`src/rtl/phmcr_pkg.sv`:
```
// Register map, field layout and timing constants of the phase management registers
package phmcr_pkg;
  localparam logic [7:0] ADDR_POWER_SAVE_PIN_STATUS = 8'h32;
  localparam logic [7:0] ADDR_PHASE_STATUS = 8'h33;
  localparam logic [7:0] ADDR_ZONE_ENABLE = 8'h34;
  localparam logic [7:0] ADDR_ZONE_STATUS = 8'h35;
  localparam logic [7:0] ADDR_ZONE_CONFIG = 8'h36;
  localparam logic [7:0] ADDR_LOAD_LINE = 8'h39;
  localparam logic [7:0] ADDR_SHED_CFG1 = 8'h3a;
  localparam logic [7:0] ADDR_SHED_STS1 = 8'h3b;
  localparam logic [7:0] ADDR_SHED_CFG2 = 8'h3c;
  localparam logic [7:0] ADDR_SHED_STS2 = 8'h3d;
  localparam logic [7:0] ADDR_SHED_CFG3 = 8'h3e;
  localparam logic [7:0] ADDR_SHED_STS3 = 8'h3f;
  localparam logic [7:0] ADDR_SHED_CFG4 = 8'h40;
  localparam logic [7:0] ADDR_SHED_STS4 = 8'h41;
  localparam logic [7:0] ADDR_SHED_HYST = 8'h44;
  localparam logic [7:0] ADDR_SHED_DELAY = 8'h45;
  localparam logic [7:0] ADDR_LATCH_A = 8'h46;
  localparam logic [7:0] ADDR_LATCH_B = 8'h47;
  localparam logic [7:0] ADDR_SENSE_VOLT = 8'h48;
  localparam logic [7:0] ADDR_STAGE_TEMP = 8'h49;
  localparam logic [7:0] ADDR_TEMP_RESP = 8'h4a;
  localparam logic [7:0] ADDR_TSD_CONFIG = 8'h4b;

  localparam logic [1:0] PSI_MID = 2'h0;
  localparam logic [1:0] PSI_LOW = 2'h1;
  localparam logic [1:0] PSI_HIGH = 2'h2;

  localparam logic [4:0] ZONE_ENABLE_RESET = 5'h1f;
  localparam logic [2:0] ZONE_CODE_MAX = 3'h4;
  localparam logic [2:0] ZONE_SECOND_TOP_CODE = 3'h4;
  localparam logic [2:0] ZONE_SECOND_TOP_LEVEL = 3'h3;
  localparam int ZONE_FIRST_MSB = 5;
  localparam int ZONE_FIRST_LSB = 3;
  localparam int ZONE_SECOND_MSB = 2;
  localparam int ZONE_SECOND_LSB = 0;

  localparam logic [1:0] LOAD_LINE_RESET = 2'h3;
  localparam logic [7:0] SHED_DISABLED = 8'hff;
  localparam logic [7:0] SHED_HYST_RESET = 8'h00;
  localparam logic [7:0] SHED_DELAY_RESET = 8'h14;

  localparam int LATCH_FREQ_BIT = 5;
  localparam int LATCH_SOFTSTART_BIT = 3;
  localparam int LATCH_ILIM_BIT = 2;
  localparam int LATCH_ZONE_BIT = 1;
  localparam int LATCH_SHED_BIT = 0;
  localparam logic [7:0] LATCH_MASK = 8'h2f;

  localparam int TSD_ENABLE_BIT = 1;
  localparam int RESP_HICCUP_BIT = 0;

  localparam int CLK_HZ = 40_000_000;
  localparam int SHED_STEP_US = 30;
  localparam int SHED_STEP_CYCLES = CLK_HZ / 1_000_000 * SHED_STEP_US;
endpackage : phmcr_pkg

```
`src/rtl/phmcr_regs.sv`:
```
// Phase management configuration and status registers with shedding control
// Functional notes
// Power-saving pin level reads as 00 mid, 01 low, 10 high.
// Read-only byte, bit n-1 shows phase n enabled.
// Five zone-enable bits reset enabled, act while power-saving input is low.
// At power-on sense zone pins, set zone, record in zone status.
// Zone fields 5:3 and 2:0; second code 100 gives level 3; 101-111 reserved.
// Register zone used only while zone bit set in both latches.
// Load line fraction 00 100%, 01 50%, 10 25%, 11 0%; reset 11.
// Register shed thresholds used only when threshold bit set; compared to current.
// Threshold value ff disables that shedding threshold.
// Pin thresholds captured at power-on; above 2 V disables threshold.
// Hysteresis in threshold codes applied when dropping phase count.
// Delay before dropping phase count; reset 14h, 30 us per step.
// Mode changes only when both latches get same byte; resistor control after cold start.
// Latch bits 5,3,2,1,0 move frequency, soft-start, limit, zone, shedding to registers.
// Read-only 8-bit remote-sense voltage, ff is 2 V.
// Read-only 8-bit power stage temperature, full scale 2 V.
// Stage temperature fault latches off when bit 0 clear, hiccup when set.
// Thermal shutdown only when bit 1 set; bit 0 picks latch or hiccup.
// While latches differ, keep last mode agreed by both.
// Reserved bits read zero; writes to them have no effect.
`timescale 1ns/1ps
`default_nettype none
module phmcr_regs (
  input wire logic clk, // 40 MHz clock
  input wire logic reset_n, // Async reset, active low
  input wire logic [7:0] reg_addr, // Register offset from serial port engine
  input wire logic [7:0] reg_wdata, // Write data
  input wire logic reg_wr, // Write strobe, one cycle
  input wire logic reg_rd, // Read strobe, one cycle
  output logic [7:0] reg_rdata, // Read data, valid cycle after reg_rd
  input wire logic [1:0] power_saving_input, // Pin level code, async
  input wire logic [7:0] phase_enabled, // Phase enable state from loop, async
  input wire logic power_on_sense, // Pulse: resistor sensing done, same clock
  input wire logic [2:0] zone_pin_first, // Sensed first zone code
  input wire logic [2:0] zone_pin_second, // Sensed second zone code
  input wire logic [31:0] shed_pin_value, // Four sensed pin thresholds, byte each
  input wire logic [3:0] shed_pin_over_2v, // Sensed pin voltage above 2 V
  input wire logic [7:0] output_current_reading, // Output current code, async
  input wire logic [7:0] sense_voltage_monitor, // Remote-sense voltage code, async
  input wire logic [7:0] stage_temp_monitor, // Stage temperature code, async
  input wire logic stage_temp_fault, // Stage temperature fault, async
  input wire logic thermal_shutdown_fault, // Die over-temperature, async
  output logic [2:0] zone_level_first, // Active first zone level
  output logic [2:0] zone_level_second, // Active second zone level
  output logic [4:0] zone_active_mask, // Zones allowed now
  output logic [1:0] load_line, // Load line fraction code
  output logic switching_frequency_select, // Frequency from register
  output logic softstart_from_reg, // Soft-start from register
  output logic per_phase_current_limit, // Current limit from register
  output logic [2:0] shed_count, // Thresholds exceeded, held through hysteresis and delay
  output logic thermal_shutdown_enable, // Thermal shutdown armed
  output logic fault_latched_off, // Latched off until reset
  output logic fault_hiccup // One-cycle hiccup request
);

  logic [1:0] psi_meta, psi_sync;
  logic [7:0] phase_meta, phase_sync;
  logic [7:0] iout_meta, iout_sync;
  logic [7:0] volt_meta, volt_sync;
  logic [7:0] temp_meta, temp_sync;
  logic [1:0] flt_meta, flt_sync, flt_prev;

  logic [4:0] zone_enable;
  logic [5:0] zone_status;
  logic [5:0] zone_config;
  logic [1:0] load_line_reg;
  logic [7:0] shed_cfg [4];
  logic [7:0] shed_sts [4];
  logic [7:0] shed_hyst;
  logic [7:0] shed_delay;
  logic [7:0] latch_a, latch_b, mode;
  logic temp_resp;
  logic [1:0] tsd_cfg;

  // Async pins and analog-domain values reach two flops before any logic
  always_ff @(posedge clk or negedge reset_n) begin
    if (!reset_n) begin
      psi_meta <= 2'h0;
      psi_sync <= 2'h0;
      phase_meta <= 8'h00;
      phase_sync <= 8'h00;
      iout_meta <= 8'h00;
      iout_sync <= 8'h00;
      volt_meta <= 8'h00;
      volt_sync <= 8'h00;
      temp_meta <= 8'h00;
      temp_sync <= 8'h00;
      flt_meta <= 2'h0;
      flt_sync <= 2'h0;
    end else begin
      psi_meta <= power_saving_input;
      psi_sync <= psi_meta;
      phase_meta <= phase_enabled;
      phase_sync <= phase_meta;
      iout_meta <= output_current_reading;
      iout_sync <= iout_meta;
      volt_meta <= sense_voltage_monitor;
      volt_sync <= volt_meta;
      temp_meta <= stage_temp_monitor;
      temp_sync <= temp_meta;
      flt_meta <= {thermal_shutdown_fault, stage_temp_fault};
      flt_sync <= flt_meta;
    end
  end

  function automatic logic zone_code_ok(input logic [2:0] code);
    zone_code_ok = (code <= phmcr_pkg::ZONE_CODE_MAX);
  endfunction : zone_code_ok

  // Power-on capture of resistor settings
  always_ff @(posedge clk or negedge reset_n) begin
    if (!reset_n) begin
      zone_status <= 6'h00;
      for (int i = 0; i < 4; i++) begin
        shed_sts[i] <= phmcr_pkg::SHED_DISABLED;
      end
    end else if (power_on_sense) begin
      zone_status <= {zone_pin_first, zone_pin_second};
      for (int i = 0; i < 4; i++) begin
        shed_sts[i] <= shed_pin_over_2v[i] ? phmcr_pkg::SHED_DISABLED
                                           : shed_pin_value[8*i +: 8];
      end
    end
  end

  // Writable configuration
  always_ff @(posedge clk or negedge reset_n) begin
    if (!reset_n) begin
      zone_enable <= phmcr_pkg::ZONE_ENABLE_RESET;
      zone_config <= 6'h00;
      load_line_reg <= phmcr_pkg::LOAD_LINE_RESET;
      for (int i = 0; i < 4; i++) begin
        shed_cfg[i] <= phmcr_pkg::SHED_DISABLED;
      end
      shed_hyst <= phmcr_pkg::SHED_HYST_RESET;
      shed_delay <= phmcr_pkg::SHED_DELAY_RESET;
      temp_resp <= 1'b0;
      tsd_cfg <= 2'h0;
    end else if (reg_wr) begin
      case (reg_addr)
        phmcr_pkg::ADDR_ZONE_ENABLE: zone_enable <= reg_wdata[4:0];
        phmcr_pkg::ADDR_ZONE_CONFIG: begin
          // Reserved codes are refused per field, old value kept
          if (zone_code_ok(reg_wdata[phmcr_pkg::ZONE_FIRST_MSB:phmcr_pkg::ZONE_FIRST_LSB])) begin
            zone_config[5:3] <= reg_wdata[5:3];
          end
          if (zone_code_ok(reg_wdata[2:0])) begin
            zone_config[2:0] <= reg_wdata[2:0];
          end
        end
        phmcr_pkg::ADDR_LOAD_LINE: load_line_reg <= reg_wdata[1:0];
        phmcr_pkg::ADDR_SHED_CFG1: shed_cfg[0] <= reg_wdata;
        phmcr_pkg::ADDR_SHED_CFG2: shed_cfg[1] <= reg_wdata;
        phmcr_pkg::ADDR_SHED_CFG3: shed_cfg[2] <= reg_wdata;
        phmcr_pkg::ADDR_SHED_CFG4: shed_cfg[3] <= reg_wdata;
        phmcr_pkg::ADDR_SHED_HYST: shed_hyst <= reg_wdata;
        phmcr_pkg::ADDR_SHED_DELAY: shed_delay <= reg_wdata;
        phmcr_pkg::ADDR_TEMP_RESP: temp_resp <= reg_wdata[phmcr_pkg::RESP_HICCUP_BIT];
        phmcr_pkg::ADDR_TSD_CONFIG: tsd_cfg <= reg_wdata[1:0];
        default: ;
      endcase
    end
  end

  // Latch pair: mode moves only when a write makes both bytes equal
  always_ff @(posedge clk or negedge reset_n) begin
    if (!reset_n) begin
      latch_a <= 8'h00;
      latch_b <= 8'h00;
      mode <= 8'h00;
    end else if (reg_wr) begin
      if (reg_addr == phmcr_pkg::ADDR_LATCH_A) begin
        latch_a <= reg_wdata & phmcr_pkg::LATCH_MASK;
        if ((reg_wdata & phmcr_pkg::LATCH_MASK) == latch_b) begin
          mode <= latch_b;
        end
      end else if (reg_addr == phmcr_pkg::ADDR_LATCH_B) begin
        latch_b <= reg_wdata & phmcr_pkg::LATCH_MASK;
        if ((reg_wdata & phmcr_pkg::LATCH_MASK) == latch_a) begin
          mode <= latch_a;
        end
      end
    end
  end

  assign switching_frequency_select = mode[phmcr_pkg::LATCH_FREQ_BIT];
  assign softstart_from_reg = mode[phmcr_pkg::LATCH_SOFTSTART_BIT];
  assign per_phase_current_limit = mode[phmcr_pkg::LATCH_ILIM_BIT];

  logic [5:0] zone_sel;
  logic [2:0] zone_second_code;
  assign zone_sel = mode[phmcr_pkg::LATCH_ZONE_BIT] ? zone_config : zone_status;
  assign zone_second_code = zone_sel[phmcr_pkg::ZONE_SECOND_MSB:phmcr_pkg::ZONE_SECOND_LSB];

  always_ff @(posedge clk or negedge reset_n) begin
    if (!reset_n) begin
      zone_level_first <= 3'h0;
      zone_level_second <= 3'h0;
      zone_active_mask <= phmcr_pkg::ZONE_ENABLE_RESET;
      load_line <= phmcr_pkg::LOAD_LINE_RESET;
      thermal_shutdown_enable <= 1'b0;
    end else begin
      zone_level_first <= zone_sel[5:3];
      zone_level_second <= (zone_second_code == phmcr_pkg::ZONE_SECOND_TOP_CODE) ?
                           phmcr_pkg::ZONE_SECOND_TOP_LEVEL : zone_second_code;
      zone_active_mask <= (psi_sync == phmcr_pkg::PSI_LOW) ? zone_enable
                          : phmcr_pkg::ZONE_ENABLE_RESET;
      load_line <= load_line_reg;
      thermal_shutdown_enable <= tsd_cfg[phmcr_pkg::TSD_ENABLE_BIT];
    end
  end

  // Phase shedding: rise at once, fall only after hysteresis and delay
  logic [7:0] thr [4];
  logic [2:0] up_count, down_count;
  always_comb begin
    up_count = 3'h0;
    down_count = 3'h0;
    for (int i = 0; i < 4; i++) begin
      thr[i] = mode[phmcr_pkg::LATCH_SHED_BIT] ? shed_cfg[i] : shed_sts[i];
      if (thr[i] != phmcr_pkg::SHED_DISABLED) begin
        if (iout_sync >= thr[i]) begin
          up_count = up_count + 3'h1;
        end
        // Stays counted until current falls below threshold minus hysteresis
        if ({1'b0, iout_sync} + {1'b0, shed_hyst} >= {1'b0, thr[i]}) begin
          down_count = down_count + 3'h1;
        end
      end
    end
  end

  logic [10:0] step_cnt;
  logic step_tick;
  logic [7:0] delay_cnt;
  assign step_tick = (step_cnt == 11'(phmcr_pkg::SHED_STEP_CYCLES - 1));

  always_ff @(posedge clk or negedge reset_n) begin
    if (!reset_n) begin
      step_cnt <= 11'h000;
    end else if (step_tick || down_count >= shed_count) begin
      step_cnt <= 11'h000;
    end else begin
      step_cnt <= step_cnt + 11'h001;
    end
  end

  always_ff @(posedge clk or negedge reset_n) begin
    if (!reset_n) begin
      shed_count <= 3'h0;
      delay_cnt <= 8'h00;
    end else if (up_count > shed_count) begin
      shed_count <= up_count;
      delay_cnt <= 8'h00;
    end else if (down_count >= shed_count) begin
      delay_cnt <= 8'h00;
    end else if (step_tick) begin
      if (delay_cnt + 8'h01 >= shed_delay) begin
        shed_count <= down_count;
        delay_cnt <= 8'h00;
      end else begin
        delay_cnt <= delay_cnt + 8'h01;
      end
    end
  end

  // Fault responses on rising fault edges
  always_ff @(posedge clk or negedge reset_n) begin
    if (!reset_n) begin
      flt_prev <= 2'h0;
      fault_latched_off <= 1'b0;
      fault_hiccup <= 1'b0;
    end else begin
      flt_prev <= flt_sync;
      fault_hiccup <= 1'b0;
      if (flt_sync[0] && !flt_prev[0]) begin
        if (temp_resp) begin
          fault_hiccup <= 1'b1;
        end else begin
          fault_latched_off <= 1'b1;
        end
      end
      if (flt_sync[1] && !flt_prev[1] && tsd_cfg[phmcr_pkg::TSD_ENABLE_BIT]) begin
        if (tsd_cfg[phmcr_pkg::RESP_HICCUP_BIT]) begin
          fault_hiccup <= 1'b1;
        end else begin
          fault_latched_off <= 1'b1;
        end
      end
    end
  end

  // Read path
  always_ff @(posedge clk or negedge reset_n) begin
    if (!reset_n) begin
      reg_rdata <= 8'h00;
    end else if (reg_rd) begin
      case (reg_addr)
        phmcr_pkg::ADDR_POWER_SAVE_PIN_STATUS: reg_rdata <= {6'h00, psi_sync};
        phmcr_pkg::ADDR_PHASE_STATUS: reg_rdata <= phase_sync;
        phmcr_pkg::ADDR_ZONE_ENABLE: reg_rdata <= {3'h0, zone_enable};
        phmcr_pkg::ADDR_ZONE_STATUS: reg_rdata <= {2'h0, zone_status};
        phmcr_pkg::ADDR_ZONE_CONFIG: reg_rdata <= {2'h0, zone_config};
        phmcr_pkg::ADDR_LOAD_LINE: reg_rdata <= {6'h00, load_line_reg};
        phmcr_pkg::ADDR_SHED_CFG1: reg_rdata <= shed_cfg[0];
        phmcr_pkg::ADDR_SHED_STS1: reg_rdata <= shed_sts[0];
        phmcr_pkg::ADDR_SHED_CFG2: reg_rdata <= shed_cfg[1];
        phmcr_pkg::ADDR_SHED_STS2: reg_rdata <= shed_sts[1];
        phmcr_pkg::ADDR_SHED_CFG3: reg_rdata <= shed_cfg[2];
        phmcr_pkg::ADDR_SHED_STS3: reg_rdata <= shed_sts[2];
        phmcr_pkg::ADDR_SHED_CFG4: reg_rdata <= shed_cfg[3];
        phmcr_pkg::ADDR_SHED_STS4: reg_rdata <= shed_sts[3];
        phmcr_pkg::ADDR_SHED_HYST: reg_rdata <= shed_hyst;
        phmcr_pkg::ADDR_SHED_DELAY: reg_rdata <= shed_delay;
        phmcr_pkg::ADDR_LATCH_A: reg_rdata <= latch_a;
        phmcr_pkg::ADDR_LATCH_B: reg_rdata <= latch_b;
        phmcr_pkg::ADDR_SENSE_VOLT: reg_rdata <= volt_sync;
        phmcr_pkg::ADDR_STAGE_TEMP: reg_rdata <= temp_sync;
        phmcr_pkg::ADDR_TEMP_RESP: reg_rdata <= {7'h00, temp_resp};
        phmcr_pkg::ADDR_TSD_CONFIG: reg_rdata <= {6'h00, tsd_cfg};
        default: reg_rdata <= 8'h00;
      endcase
    end
  end
endmodule : phmcr_regs
`default_nettype wire

```
`config.mk`:
```
export PLATFORM = sky130hd
export DESIGN_NAME = phmcr_regs
export DESIGN_NICKNAME = d
export VERILOG_FILES = /design/src/rtl/phmcr_pkg.sv /design/src/rtl/phmcr_regs.sv
export SDC_FILE = /design/constraint.sdc
export NUM_CORES = 1
export LEC_CHECK = 0
export BUFFER_PORTS_ARGS = -buffer_cell sky130_fd_sc_hd__clkbuf_2
export CORE_ASPECT_RATIO = 0.8
export CORE_MARGIN = 5
export CORE_UTILIZATION = 45
export CTS_CLUSTER_SIZE = 25
export DETAILED_ROUTE_END_ITERATION = 16
export SKIP_LAST_GASP = 1
export SYNTH_ARGS = -nofsm -noshare
export SYNTH_HDL_FRONTEND = slang
export SYNTH_SLANG_ARGS = --single-unit
```
`constraint.sdc`:
```
create_clock -name clk -period 18 [get_ports clk]
set_input_delay 0.9 -clock clk [delete_from_list [all_inputs] [get_ports clk]]
set_output_delay 0.9 -clock clk [all_outputs]
set_load 0.1 [all_outputs]
```
# Word level (Yosys, flattened, before mapping)
# Cells that the tools add are included.
dict set report totals {
  regBits 238
  input_bits 99
  out_inout_bits 30
  wordCells 176
}
dict set report op_classes {
  addsub 9
  order_cmp 13
  eq_ne 33
  mux 49
  bitwise 1
  reduce_logical 27
}
# cell count
set ops {}
lappend ops {{8-bit case mux with 22 select lines} 1}
lappend ops {{8-bit by 6-bit == test with 1-bit output (second input constant)} 12}
lappend ops {{8-bit 2-to-1 mux} 12}
lappend ops {{8-bit by 7-bit == test with 1-bit output (second input constant)} 10}
lappend ops {{3-bit 2-to-1 mux} 17}
lappend ops {{8-bit >= comparator} 5}
lappend ops {{9-bit by 8-bit >= comparator with 1-bit output} 4}
lappend ops {{8-bit inequality test (second input constant)} 4}
lappend ops {{6-bit 2-to-1 mux} 5}
lappend ops {{2-bit AND reduction} 11}
lappend ops {{3-bit by 1-bit adder with 3-bit output (second input constant)} 6}
lappend ops {{1-bit 2-to-1 mux} 12}
lappend ops {{3-bit AND reduction} 4}
lappend ops {{11-bit by 1-bit adder with 11-bit output (second input constant)} 1}
lappend ops {{11-bit == test (second input constant)} 1}
lappend ops {{11-bit 2-to-1 mux} 1}
lappend ops {{5-bit == test} 2}
lappend ops {{8-bit by 8-bit adder with 9-bit output} 1}
lappend ops {{8-bit by 1-bit adder with 8-bit output (second input constant)} 1}
lappend ops {{2-bit nonzero test} 4}
lappend ops {{3-bit <= comparator (second input constant)} 2}
lappend ops {{5-bit 2-to-1 mux} 1}
lappend ops {{2-bit by 1-bit inequality test with 1-bit output (second input constant)} 2}
lappend ops {{4-bit AND reduction} 1}
lappend ops {{other kinds (9)} 12}

# Longest topological paths before layout
# Gate-level depths: netlist of the first run.
dict set report logic_depth {
  word_depth 17
  ltp_mapped 33
  mapped_depth_nobuf 29
}

# Least setup slack after synthesis of the first run
# No wires, ideal clock.
dict set report synth_path {
  path_kind {reg-to-reg}
  from {register mode[0]}
  to {register delay_cnt[2]}
  setup_time_ns 0.083
  arrival_time_ns 5.910
  required_ns 17.917
  slack_ns 12.008
  path_stages_with_launch 33
  n_path_buf 5
  synth_period_minus_slack_ns 5.992
  cell_sequence {dfrtp_1 buf_6 buf_12 buf_6 buf_2 buf_1 a21o_1 ha_1 nand2b_1 a21o_1 a21o_1 a21o_1 a21o_1 a21oi_1 nor2b_1 o21ai_0 nand2b_1 ha_1 mux2i_1 inv_1 ha_1 mux2_2 ha_1 mux2_2 ha_1 a21o_1 a21oi_1 a31oi_1 nand2b_1 a211o_1 inv_1 nand2_1 o21ai_0}
}
dict set report synth_between {
  elab_chain_len 16
  word_cells_on_any_way 43
  classes_between {add/sub: 6; order compare: 10; eq/ne: 4; mux: 22; reduce/logical: 1}
}
# element line
set synth_rtl {}
lappend synth_rtl {{start: declaration} phmcr_regs.sv:73} ;# logic [7:0] latch_a, latch_b, mode;
lappend synth_rtl {{start signal: assignment} phmcr_regs.sv:177} ;# mode <= latch_b;
lappend synth_rtl {{start signal: assignment} phmcr_regs.sv:182} ;# mode <= latch_a;
lappend synth_rtl {{8-bit 2-to-1 mux} phmcr_regs.sv:222} ;# thr[i] = mode[phmcr_pkg::LATCH_SHED_BIT] ? shed_cfg[i] : shed_sts[i];
lappend synth_rtl {{9-bit by 8-bit >= comparator with 1-bit output} phmcr_regs.sv:228} ;# if ({1'b0, iout_sync} + {1'b0, shed_hyst} >= {1'b0, thr[i]}) begin
lappend synth_rtl {{1-bit 2-to-1 mux} phmcr_regs.sv:228}
lappend synth_rtl {{1-bit 2-to-1 mux} phmcr_regs.sv:223} ;# if (thr[i] != phmcr_pkg::SHED_DISABLED) begin
lappend synth_rtl {{3-bit by 1-bit adder with 3-bit output} phmcr_regs.sv:229} ;# down_count = down_count + 3'h1;
lappend synth_rtl {{3-bit 2-to-1 mux} phmcr_regs.sv:228}
lappend synth_rtl {{3-bit 2-to-1 mux} phmcr_regs.sv:223}
lappend synth_rtl {{3-bit by 1-bit adder with 3-bit output} phmcr_regs.sv:229}
lappend synth_rtl {{3-bit 2-to-1 mux} phmcr_regs.sv:228}
lappend synth_rtl {{3-bit 2-to-1 mux} phmcr_regs.sv:223}
lappend synth_rtl {{3-bit by 1-bit adder with 3-bit output} phmcr_regs.sv:229}
lappend synth_rtl {{3-bit 2-to-1 mux} phmcr_regs.sv:228}
lappend synth_rtl {{3-bit 2-to-1 mux} phmcr_regs.sv:223}
lappend synth_rtl {{3-bit >= comparator} phmcr_regs.sv:257} ;# end else if (down_count >= shed_count) begin
lappend synth_rtl {{8-bit 2-to-1 mux} phmcr_regs.sv:257}
lappend synth_rtl {{8-bit 2-to-1 mux} phmcr_regs.sv:254} ;# end else if (up_count > shed_count) begin
lappend synth_rtl {{end signal: assignment} phmcr_regs.sv:264} ;# delay_cnt <= delay_cnt + 8'h01;
lappend synth_rtl {{end: declaration} phmcr_regs.sv:237} ;# logic [7:0] delay_cnt;
# Parallel ways exist; a longest one is shown, timed or not.
# A chain may end at the register's enable or synchronous reset.

# Worst setup path in the final report of the first run
dict set report layout_path {
  from {register iout_sync[1]}
  to {register delay_cnt[5]}
}
dict set report layout_between {
  elab_chain_len 16
  word_cells_on_any_way 36
  classes_between {add/sub: 7; order compare: 10; mux: 18; reduce/logical: 1}
}
# element line
set layout_rtl {}
lappend layout_rtl {{start: declaration} phmcr_regs.sv:60} ;# logic [7:0] iout_meta, iout_sync;
lappend layout_rtl {{start signal: assignment} phmcr_regs.sv:98} ;# iout_sync <= iout_meta;
lappend layout_rtl {{8-bit by 8-bit adder with 9-bit output} phmcr_regs.sv:228}
lappend layout_rtl {{9-bit by 8-bit >= comparator with 1-bit output} phmcr_regs.sv:228}
lappend layout_rtl {{1-bit 2-to-1 mux} phmcr_regs.sv:228}
lappend layout_rtl {{1-bit 2-to-1 mux} phmcr_regs.sv:223}
lappend layout_rtl {{3-bit by 1-bit adder with 3-bit output} phmcr_regs.sv:229}
lappend layout_rtl {{3-bit 2-to-1 mux} phmcr_regs.sv:228}
lappend layout_rtl {{3-bit 2-to-1 mux} phmcr_regs.sv:223}
lappend layout_rtl {{3-bit by 1-bit adder with 3-bit output} phmcr_regs.sv:229}
lappend layout_rtl {{3-bit 2-to-1 mux} phmcr_regs.sv:228}
lappend layout_rtl {{3-bit 2-to-1 mux} phmcr_regs.sv:223}
lappend layout_rtl {{3-bit by 1-bit adder with 3-bit output} phmcr_regs.sv:229}
lappend layout_rtl {{3-bit 2-to-1 mux} phmcr_regs.sv:228}
lappend layout_rtl {{3-bit 2-to-1 mux} phmcr_regs.sv:223}
lappend layout_rtl {{3-bit >= comparator} phmcr_regs.sv:257}
lappend layout_rtl {{8-bit 2-to-1 mux} phmcr_regs.sv:257}
lappend layout_rtl {{8-bit 2-to-1 mux} phmcr_regs.sv:254}
# Parallel ways exist; a longest one is shown, timed or not.

==> impl_metrics.csv, run 1 <==
group,metric,value,unit
floorplanning,ios,129,
global_routing,track_usage,0.225,
sta,worst_slew_pin_slew,0.969,ns
setup_path,end_kind,"flop",
layout,area_delta_synth_final,15.0,%
yosys,synth_compound_area_frac,0.133,
floorplanning,core,26500,µm²
sta,setup_viol,0,
setup_path,cpPeakStageDelay,0.47,ns
drt,drcViolationCount,0,
clock_network,htreeDepth,1,
drt,first_pass_iters,5,
yosys,synth_edf_count,0,
drt,vias,9021,
yosys,ys_seq_elements,237,
global_routing,grt_pass1_vias,9035,
clock_network,clkSlewWorstSetupHoldPaths,0.07,ns
sta,hold_violations,0,
sta,post-route-period-util,0.359,
layout,top_regs,"shed_cfg x32, shed_sts x32, step_cnt x11",
yosys,yosysTopAreaCellShare,0.322,
global_routing,grt_first_pass_wirelength,53.8,mm
global_routing,grt-ovfl-total,0,
setup_path,cp-start-kind,"flop",
yosys,synth_xor_area_frac,0.0272,
drt,routed_wl,34.5,mm
clock_network,clk_root_buffer_cell,"clkbuf_16",
yosys,yosysSeqAreaShare,0.495,
layout,nNetsFinal,1407,
drt,wl_per_cell,21.7,µm
floorplanning,num_rows,53,
yosys,avgSynthCellArea,11.1,µm²
setup_path,slowest_stage,"dfrtp_1",
drt,vias_per_cell,5.67,
global_routing,grt_start_max_net_pins,105,
pwr,ir_drop,109,µV
layout,fillCellCount,2373,
setup_path,cp_max_fo,11,
setup_path,crit_top_cell,"ha_1",
placement,port-buffer-count,128,
yosys,synth_top_family_by_area,"compound AO/OA/AOI/OAI gates",
yosys,synthFlopType,"dfrtp_1",
setup_path,arrival,6.89,ns
global_routing,grt_antenna_before_repair,0,
pwr,power.density,101,nW/µm²
clock_network,cts.sinks,237,
sta,finClkSkew,0.0203,ns
clock_network,cts_buffers,25,
yosys,yosys.area_share.simple,0.121,
status,status,"completed",
layout,diodes,0,
yosys,synth.area.top_cells,"dfrtp_1 32%, dfstp_2 17%, ha_1 9.3%, mux2_2 7.8%, nor2_1 4.4%",
yosys,synth_adder_area_share,0.0959,
yosys,synth.distinct_cells,68,
placement,gp_congestion,0.921,
sta,relSlewSlack,0.354,
pwr,leakage,6.37,nW
placement,dp_hpwl,26.1,mm
drt,drtIter0Drc,633,
yosys,syn-num-nets,1287,
clock_network,cts_setup_buffers,0,
yosys,syn_area,12200,µm²
yosys,ys_warn_count,0,
flow_run,max_cap_viol_count,0,
floorplanning,initial_utilization,0.461,
pwr,total_power,1.42,mW
min_path,hold_class,"reg2reg",
setup_path,worstPathRequired,18.43,ns
layout,multiInputGateArea,5870,µm²
clock_network,cts_resized,0,
sta,fin_ws,11.54,ns
yosys,yosys.area.top_type,"dfrtp_1",
layout,seqCellArea,6030,µm²
clock_network,cts.path.max_buffers,3,
yosys,synthArstFlopShare,1.00,
sta,fmax,155,MHz
placement,pre_cts_slack,11.56,ns
sta,drv_slew,0,
clock_network,hold_buffers,0,
yosys,synth_common_cells,"157 x dfrtp_1, 144 x nor2_1, 91 x ha_1",
clock_network,clkLatencyLatePin,0.54,ns
drt,detail-route-antenna-nets,0,
sta,hold_ws,0.343,ns
floorplanning,die_y,157,µm
yosys,yosysMostFrequentCell,"dfrtp_1",
sta,period_needed,6.46,ns
clock_network,cts_tree,"built",
sta,setup_tns,0,ns
yosys,syn_inst,1096,
setup_path,crit_type,"reg2reg",
sta,grt_setup_unrepaired,"false",
yosys,synth.mux.area_fraction,0.105,
layout,drive_gt1_frac,0.283,
floorplanning,dieWidth,194,µm
floorplanning,die_area,30500,µm²
[cells in the final DEF (no fill, tap or decap), types with 13 or more instances in the layout]
| cell type | count |
|---|---|
| ha_1 | 91 |
| mux2i_1 | 32 |
| dfstp_2 | 80 |
| nor2_1 | 144 |
| a21o_1 | 21 |
| xnor2_1 | 20 |
| a22o_1 | 14 |
| nor2b_1 | 13 |
| o21ai_0 | 34 |
| a221oi_1 | 15 |
| clkbuf_2 | 127 |
| mux2_2 | 84 |
| nand3_1 | 22 |
| a21oi_1 | 54 |
| a22oi_1 | 23 |
| inv_1 | 30 |
| clkbuf_16 | 25 |
| nand2b_1 | 21 |
| nand2_1 | 55 |
| nand4_1 | 14 |
| dfrtp_1 | 156 |
| xor2_1 | 16 |
[kinds of logic after synthesis]
group | Yosys count
DFF | 237
AOI/OAI and AO/OA | 229
xor gates and xnor gates | 37
buffers and inverters | 68
and+or+nand+nor | 315
muxes | 117
adders and majority gates | 93
[per-stage QoR]
stage	utilization	cells	area [µm²]
final	0.530	1592	14000
after floorplan	-	1096	12200
after global placement	0.496	1546	13100
after global routing	0.530	1592	14000
after CTS	0.530	1592	14000
after detailed placement	0.496	1546	13100
[final timing paths]
path	from	cells past startpoint	end	slack [ns]
worst min-delay path	temp_meta[0]$_DFF_PN0_	0	temp_sync[0]$_DFF_PN0_	0.34
worst min register to register	temp_meta[0]$_DFF_PN0_	0	temp_sync[0]$_DFF_PN0_	0.34
max in group asynchronous	reset_n	2	zone_status[1]$_DFFE_PN0P_	16.12
worst max-delay path	iout_sync[1]$_DFF_PN0_	26	delay_cnt[5]$_DFFE_PN0P_	11.54
worst max register to register	iout_sync[1]$_DFF_PN0_	26	delay_cnt[5]$_DFFE_PN0P_	11.54
min in group asynchronous	reset_n	1	iout_meta[6]$_DFF_PN0_	0.40
[routing by layer]
metal	share of wire	track usage
met1	0.49	0.356
met3	0.075	0.0432
met5	0	0
met4	0.032	0.0676
met2	0.40	0.311
[area by class of cell]
cell class,instances,share of cell area
clock buffers,32,0.0472
clock inverters,14,0.0160
inverters,30,0.00803
multi-input cells,791,0.419
flip-flops and latches,237,0.430
well taps,357,0.0319
repair buffers,131,0.0480
[power breakdown]
| part | switching [mW] | total (mW) | internal [mW] |
|---|---|---|---|
| clock | 0.222 | 0.558 | 0.336 |
| sequential | 0.0325 | 0.606 | 0.574 |
| combinational | 0.170 | 0.257 | 0.0876 |
| total | 0.424 | 1.42 | 0.997 |
[critical path: cells and delay by family, from the launching register on]
kind,cells,cell delay (ns)
AOI/OAI and AO/OA,13,2.04
adders and majority gates,6,1.86
and+or+nand+nor,4,1.21
muxes,2,0.54
DFF,1,0.47
xor gates and xnor gates,1,0.25
Note: power is estimated with default switching activity, not from simulation.
==> run 2, diff against run 1 <==
clock period = 6.6 ns   (was 18 ns; I/O delays follow)
==> run 2 against run 1 <==
Combinational power rose to 3.0 times the previous value. Sequential share of layout area down 2.0 points. Clock power rose to 3.0 times the previous value. Register-to-register slack worse by 11 ns. Flip-flop and latch count unchanged. Critical path type unchanged. Via count up 0.69%.
==> impl_metrics.csv, run 2 (synthesis results as in run 1) <==
group,metric,value,unit
setup_path,crit_top_cell,"ha_1",
placement,port-buffer-count,128,
min_path,hold_class,"in2reg",
placement,dp_hpwl,26.9,mm
sta,finClkSkew,0.0235,ns
setup_path,cpPeakStageDelay,0.43,ns
clock_network,clkLatencyLatePin,0.56,ns
floorplanning,die_area,30500,µm²
floorplanning,ios,129,
drt,first_pass_iters,5,
pwr,power.density,278,nW/µm²
setup_path,cp_max_fo,6,
layout,fillCellCount,2269,
sta,grt_setup_unrepaired,"false",
layout,mostFrequentLayoutCells,"156 x dfrtp_1, 143 x nor2_1, 127 x clkbuf_2, 91 x ha_1, 84 x mux2_2",
layout,final_common_cell,"dfrtp_1",
setup_path,arrival,6.65,ns
global_routing,grt_pass1_vias,9223,
global_routing,grt_antenna_before_repair,0,
global_routing,grt-ovfl-total,0,
pwr,total_power,4.09,mW
sta,hold_ws,0.0129,ns
layout,diodes,0,
clock_network,clk_root_buffer_cell,"clkbuf_16",
flow_run,max_cap_viol_count,0,
clock_network,htreeDepth,1,
clock_network,cts_setup_buffers,0,
layout,seqCellArea,6030,µm²
sta,fmax,162,MHz
sta,post-route-period-util,0.938,
floorplanning,dieWidth,194,µm
clock_network,cts.path.max_buffers,3,
sta,hold_violations,0,
global_routing,grt_first_pass_wirelength,55.5,mm
status,status,"completed",
drt,vias,9083,
layout,drive_gt1_frac,0.288,
pwr,ir_drop,237,µV
drt,wl_per_cell,21.7,µm
placement,pre_cts_slack,0.304,ns
sta,relSlewSlack,0.433,
drt,routed_wl,35.7,mm
setup_path,worstPathRequired,7.06,ns
global_routing,track_usage,0.233,
clock_network,cts.sinks,237,
layout,multiInputGateArea,5900,µm²
setup_path,crit_type,"reg2reg",
setup_path,end_kind,"flop",
drt,detail-route-antenna-nets,0,
layout,area_delta_synth_final,20.7,%
clock_network,cts_tree,"built",
sta,worst_slew_pin_slew,0.851,ns
sta,setup_viol,0,
setup_path,slowest_stage,"dfrtp_1",
sta,drv_slew,0,
layout,top_regs,"shed_cfg x32, shed_sts x32, step_cnt x11",
drt,drcViolationCount,0,
drt,vias_per_cell,5.51,
placement,gp_congestion,0.966,
pwr,leakage,6.69,nW
drt,drtIter0Drc,697,
layout,final_area,14700,µm²
clock_network,clkSlewWorstSetupHoldPaths,0.07,ns
setup_path,cp-start-kind,"flop",
clock_network,cts_buffers,26,
global_routing,grt_start_max_net_pins,124,
floorplanning,initial_utilization,0.461,
sta,period_needed,6.19,ns
placement,placed_area,13200,µm²
sta,setup_tns,0,ns
floorplanning,core,26500,µm²
sta,fin_ws,0.412,ns
layout,nNetsFinal,1462,
floorplanning,die_y,157,µm
floorplanning,num_rows,53,
-- run 2: area by class of cell --
| type | count | area share |
|---|---|---|
| flip-flops and latches | 237 | 0.410 |
| multi-input cells | 791 | 0.401 |
| repair buffers | 185 | 0.0824 |
| clock buffers | 27 | 0.0452 |
| well taps | 357 | 0.0304 |
| clock inverters | 21 | 0.0228 |
| inverters | 30 | 0.00766 |
-- run 2: power breakdown --
group	leakage, nW	switching [mW]	internal, mW	total [mW]
Sequential	2.80	0.0873	1.56	1.65
Combinational	3.39	0.483	0.287	0.770
Clock	0.492	0.646	1.02	1.67
Total	6.69	1.22	2.88	4.09
-- run 2: worst paths after layout --
| check | from | end | slack, ns | cells after the start |
|---|---|---|---|---|
| worst min register to register | temp_meta[2]$_DFF_PN0_ | temp_sync[2]$_DFF_PN0_ | 0.34 | 0 |
| min in group asynchronous | reset_n | iout_sync[6]$_DFF_PN0_ | 0.45 | 2 |
| max in group asynchronous | reset_n | mode[0]$_DFFE_PN0P_ | 4.98 | 3 |
| worst min-delay path | shed_pin_value[19] | shed_sts[11]$_DFFE_PN1P_ | 0.01 | 3 |
| worst max register to register | shed_hyst[1]$_DFFE_PN0P_ | delay_cnt[2]$_DFFE_PN0P_ | 0.41 | 28 |
| worst max-delay path | shed_hyst[1]$_DFFE_PN0P_ | delay_cnt[2]$_DFFE_PN0P_ | 0.41 | 28 |
-- run 2: timing repair --
item,4_1_cts,5_1_grt
hold buffers,48,0
resized for setup,0,8
endpoints found under the hold margin,114,0
setup endpoints to repair,0,7
-- run 2: per-layer routing --
layer,vias to the layer above,wire [µm],GRT usage
met1,4341,17600,0.364
met2,341,14300,0.331
met3,71,2630,0.0411
met4,0,1170,0.0716
li1,4330,-,-
met5,-,0,0
-- run 2: worst max-delay path: cells and delay by family, from the launching register on --
| family | cells | cell delay (ns) |
|---|---|---|
| DFF | 1 | 0.43 |
| muxes | 2 | 0.54 |
| xor gates and xnor gates | 1 | 0.13 |
| and+or+nand+nor | 6 | 0.72 |
| AOI/OAI and AO/OA | 11 | 2.06 |
| buffers and inverters | 1 | 0.14 |
| adders and majority gates | 7 | 2.06 |
-- run 2: through the flow --
step                 util  cells
floorplan               -   1096
global placement    0.498   1552
detailed placement  0.498   1552
CTS                 0.554   1648
global route        0.556   1648
finish              0.556   1648
==> run 3, diff against run 2 <==
CORE_ASPECT_RATIO = unset   (was 0.8)
==> run 3 against run 2 <==
Die area about the same. Routed wire length down 1.7%. Clock skew down 0.0062 ns. Sequential share of layout area up 0.66 points. Count of clock-buffer cells in the layout up 11. Final area down 1.6%. Utilization down 1.6 points. Flip-flop and latch count unchanged. Non-clock buffer count down 14. Sequential power about the same. Setup slack better by 0.10 ns. Combinational power down 4.0%. Critical endpoint unchanged. Highest routed layer unchanged.
==> impl_metrics.csv, run 3 (synthesis results as in run 1) <==
group,metric,value,unit
status,status,"completed",
pwr,ir_drop,215,µV
setup_path,slowest_stage,"dfrtp_2",
layout,fillCellCount,2354,
clock_network,htreeDepth,1,
setup_path,cp-start-kind,"flop",
placement,dp_cells,1533,
drt,detail-route-antenna-nets,0,
sta,fmax,164,MHz
clock_network,clkLatencyLatePin,0.53,ns
global_routing,grt-ovfl-total,0,
pwr,p_sw,1.15,mW
floorplanning,ios,129,
layout,mostFrequentLayoutCells,"155 x dfrtp_1, 143 x nor2_1, 127 x clkbuf_2, 91 x ha_1, 84 x mux2_2",
layout,diodes,0,
layout,fin_util,0.540,
layout,top_regs,"shed_cfg x32, shed_sts x32, step_cnt x11",
clock_network,clk_root_buffer_cell,"clkbuf_16",
global_routing,grt_start_max_net_pins,116,
clock_network,clkSlewWorstSetupHoldPaths,0.06,ns
floorplanning,dieWidth,175,µm
layout,seqCellArea,6030,µm²
sta,period_needed,6.09,ns
drt,drcViolationCount,0,
global_routing,track_usage,0.229,
setup_path,arrival,6.53,ns
pwr,clkPwrFrac,0.387,
setup_path,worstReg2RegEnd,"delay_cnt[2]$_DFFE_PN0P_",
pwr,p_seq_frac,0.423,
placement,gp_congestion,0.930,
clock_network,cts.sinks,237,
sta,relSlewSlack,0.394,
floorplanning,num_rows,60,
layout,drive_gt1_frac,0.288,
sta,worst_slew_pin_slew,0.910,ns
placement,pre_cts_slack,0.309,ns
layout,multiInputGateArea,5930,µm²
floorplanning,initial_utilization,0.455,
pwr,comb_power_share,0.189,
clock_network,cts_setup_buffers,0,
floorplanning,die_y,175,µm
setup_path,crit_type,"reg2reg",
drt,routed_wl,35.1,mm
flow_run,max_cap_viol_count,0,
sta,post-route-period-util,0.922,
layout,nNetsFinal,1448,
min_path,min_to,"shed_sts[24]$_DFFE_PN1P_",
setup_path,rrSetupSlack,0.51,ns
setup_path,cp_max_fo,6,
sta,finClkSkew,0.0173,ns
setup_path,cpPeakStageDelay,0.47,ns
placement,dp_hpwl,26.4,mm
pwr,switching_share,0.295,
drt,vias_per_cell,5.67,
drt,vias,9176,
clock_network,cts_buffers,26,
pwr,power.density,270,nW/µm²
setup_path,r2r-start,"iout_sync[1]$_DFF_PN0_",
sta,drv_slew,0,
layout,area_delta_synth_final,18.8,%
min_path,whs_path_depth,3,
sta,setup_viol,0,
setup_path,end_kind,"flop",
clock_network,cts.path.max_buffers,3,
global_routing,grt_antenna_before_repair,0,
setup_path,crit_top_cell,"ha_1",
layout,final_common_cell,"dfrtp_1",
pwr,leakage,6.57,nW
min_path,worstHoldStart,"shed_pin_value[0]",
min_path,hold_class,"in2reg",
clock_network,cts_tree,"built",
floorplanning,core,26800,µm²
placement,port-buffer-count,128,
pwr,p_int,2.76,mW
drt,wl_per_cell,21.7,µm
sta,setup_tns,0,ns
sta,fin_ws,0.513,ns
drt,first_pass_iters,8,
drt,drtIter0Drc,681,
setup_path,r2r_cells,28,
setup_path,worstPathRequired,7.04,ns
floorplanning,die_area,30500,µm²
global_routing,grt_first_pass_wirelength,54.8,mm
sta,hold_violations,0,
global_routing,grt_pass1_vias,9457,
layout,stdcell_count,1618,
run 3: cell types whose count changed in the layout (fill, tap and decap cells not counted), sizes merged:
cell         before  now
clkbuf          154  165
dlygate4sd3      48   37
clkinv           10    4
bufinv            7    3
buf              10    7
inv              34   31
clkinvlp          0    2
run 3: routing by layer:
layer  part of all wire  global-route usage
met2               0.45               0.364
met4              0.038              0.0773
met3              0.072              0.0394
met1               0.44               0.319
met5                  0                   0
run 3: cell type report:
class	count	share of cell area
well taps	341	0.0295
multi-input cells	791	0.409
inverters	30	0.00778
clock buffers	38	0.0530
repair buffers	171	0.0736
flip-flops and latches	237	0.417
clock inverters	10	0.00994
run 3: power by group through the flow:
stage | clock, mW | sequential [mW] | combinational (mW)
finish | 1.51 | 1.65 | 0.739
global route | 1.61 | 1.66 | 0.820
CTS | 1.55 | 1.65 | 0.737
detailed placement | 0 | 1.68 | 0.714
global placement | 0 | 1.67 | 0.704
floorplan | 0 | 1.76 | 0.391
run 3: worst max-delay path by stage:
stage                            from                  endpoint  slack, ns  depth (start not counted)
2_1_floorplan     mode[0]$_DFFE_PN0P_  delay_cnt[2]$_DFFE_PN0P_       0.61                         32
3_3_place_gp   iout_sync[1]$_DFF_PN0_  delay_cnt[2]$_DFFE_PN0P_       0.36                         28
3_5_place_dp   iout_sync[1]$_DFF_PN0_  delay_cnt[2]$_DFFE_PN0P_       0.31                         28
4_1_cts        iout_sync[1]$_DFF_PN0_  delay_cnt[2]$_DFFE_PN0P_       0.21                         28
5_1_grt        iout_sync[1]$_DFF_PN0_  delay_cnt[2]$_DFFE_PN0P_      -0.01                         28
6_report       iout_sync[1]$_DFF_PN0_  delay_cnt[2]$_DFFE_PN0P_       0.51                         28
run 3: critical path: cells and delay by family (launching register included):
family | cells | cell delay (ns)
AO/OA/AOI/OAI | 13 | 2.44
XOR/XNOR | 1 | 0.13
adder cells (fa/ha/maj) | 6 | 1.74
buffers and inverters | 1 | 0.12
flip-flops | 1 | 0.47
multiplexers | 2 | 0.55
AND/OR/NAND/NOR | 5 | 0.53
run 3: timing repair:
action | in CTS | in global routing
resized for setup | 0 | 14
endpoints found under the hold margin | 119 | 0
setup endpoints to repair | 0 | 10
hold buffers | 37 | 0
run 3: per-stage QoR:
| step | instance area [µm²] | hold slack [ns] | power, mW |
|---|---|---|---|
| after floorplan | 12200 | 0.0344 | 2.15 |
| after global placement | 13100 | 0.333 | 2.38 |
| after detailed placement | 13100 | 0.336 | 2.39 |
| after CTS | 14400 | 0.00373 | 3.94 |
| after global routing | 14500 | 0.0276 | 4.09 |
| final | 14500 | 0.0210 | 3.91 |
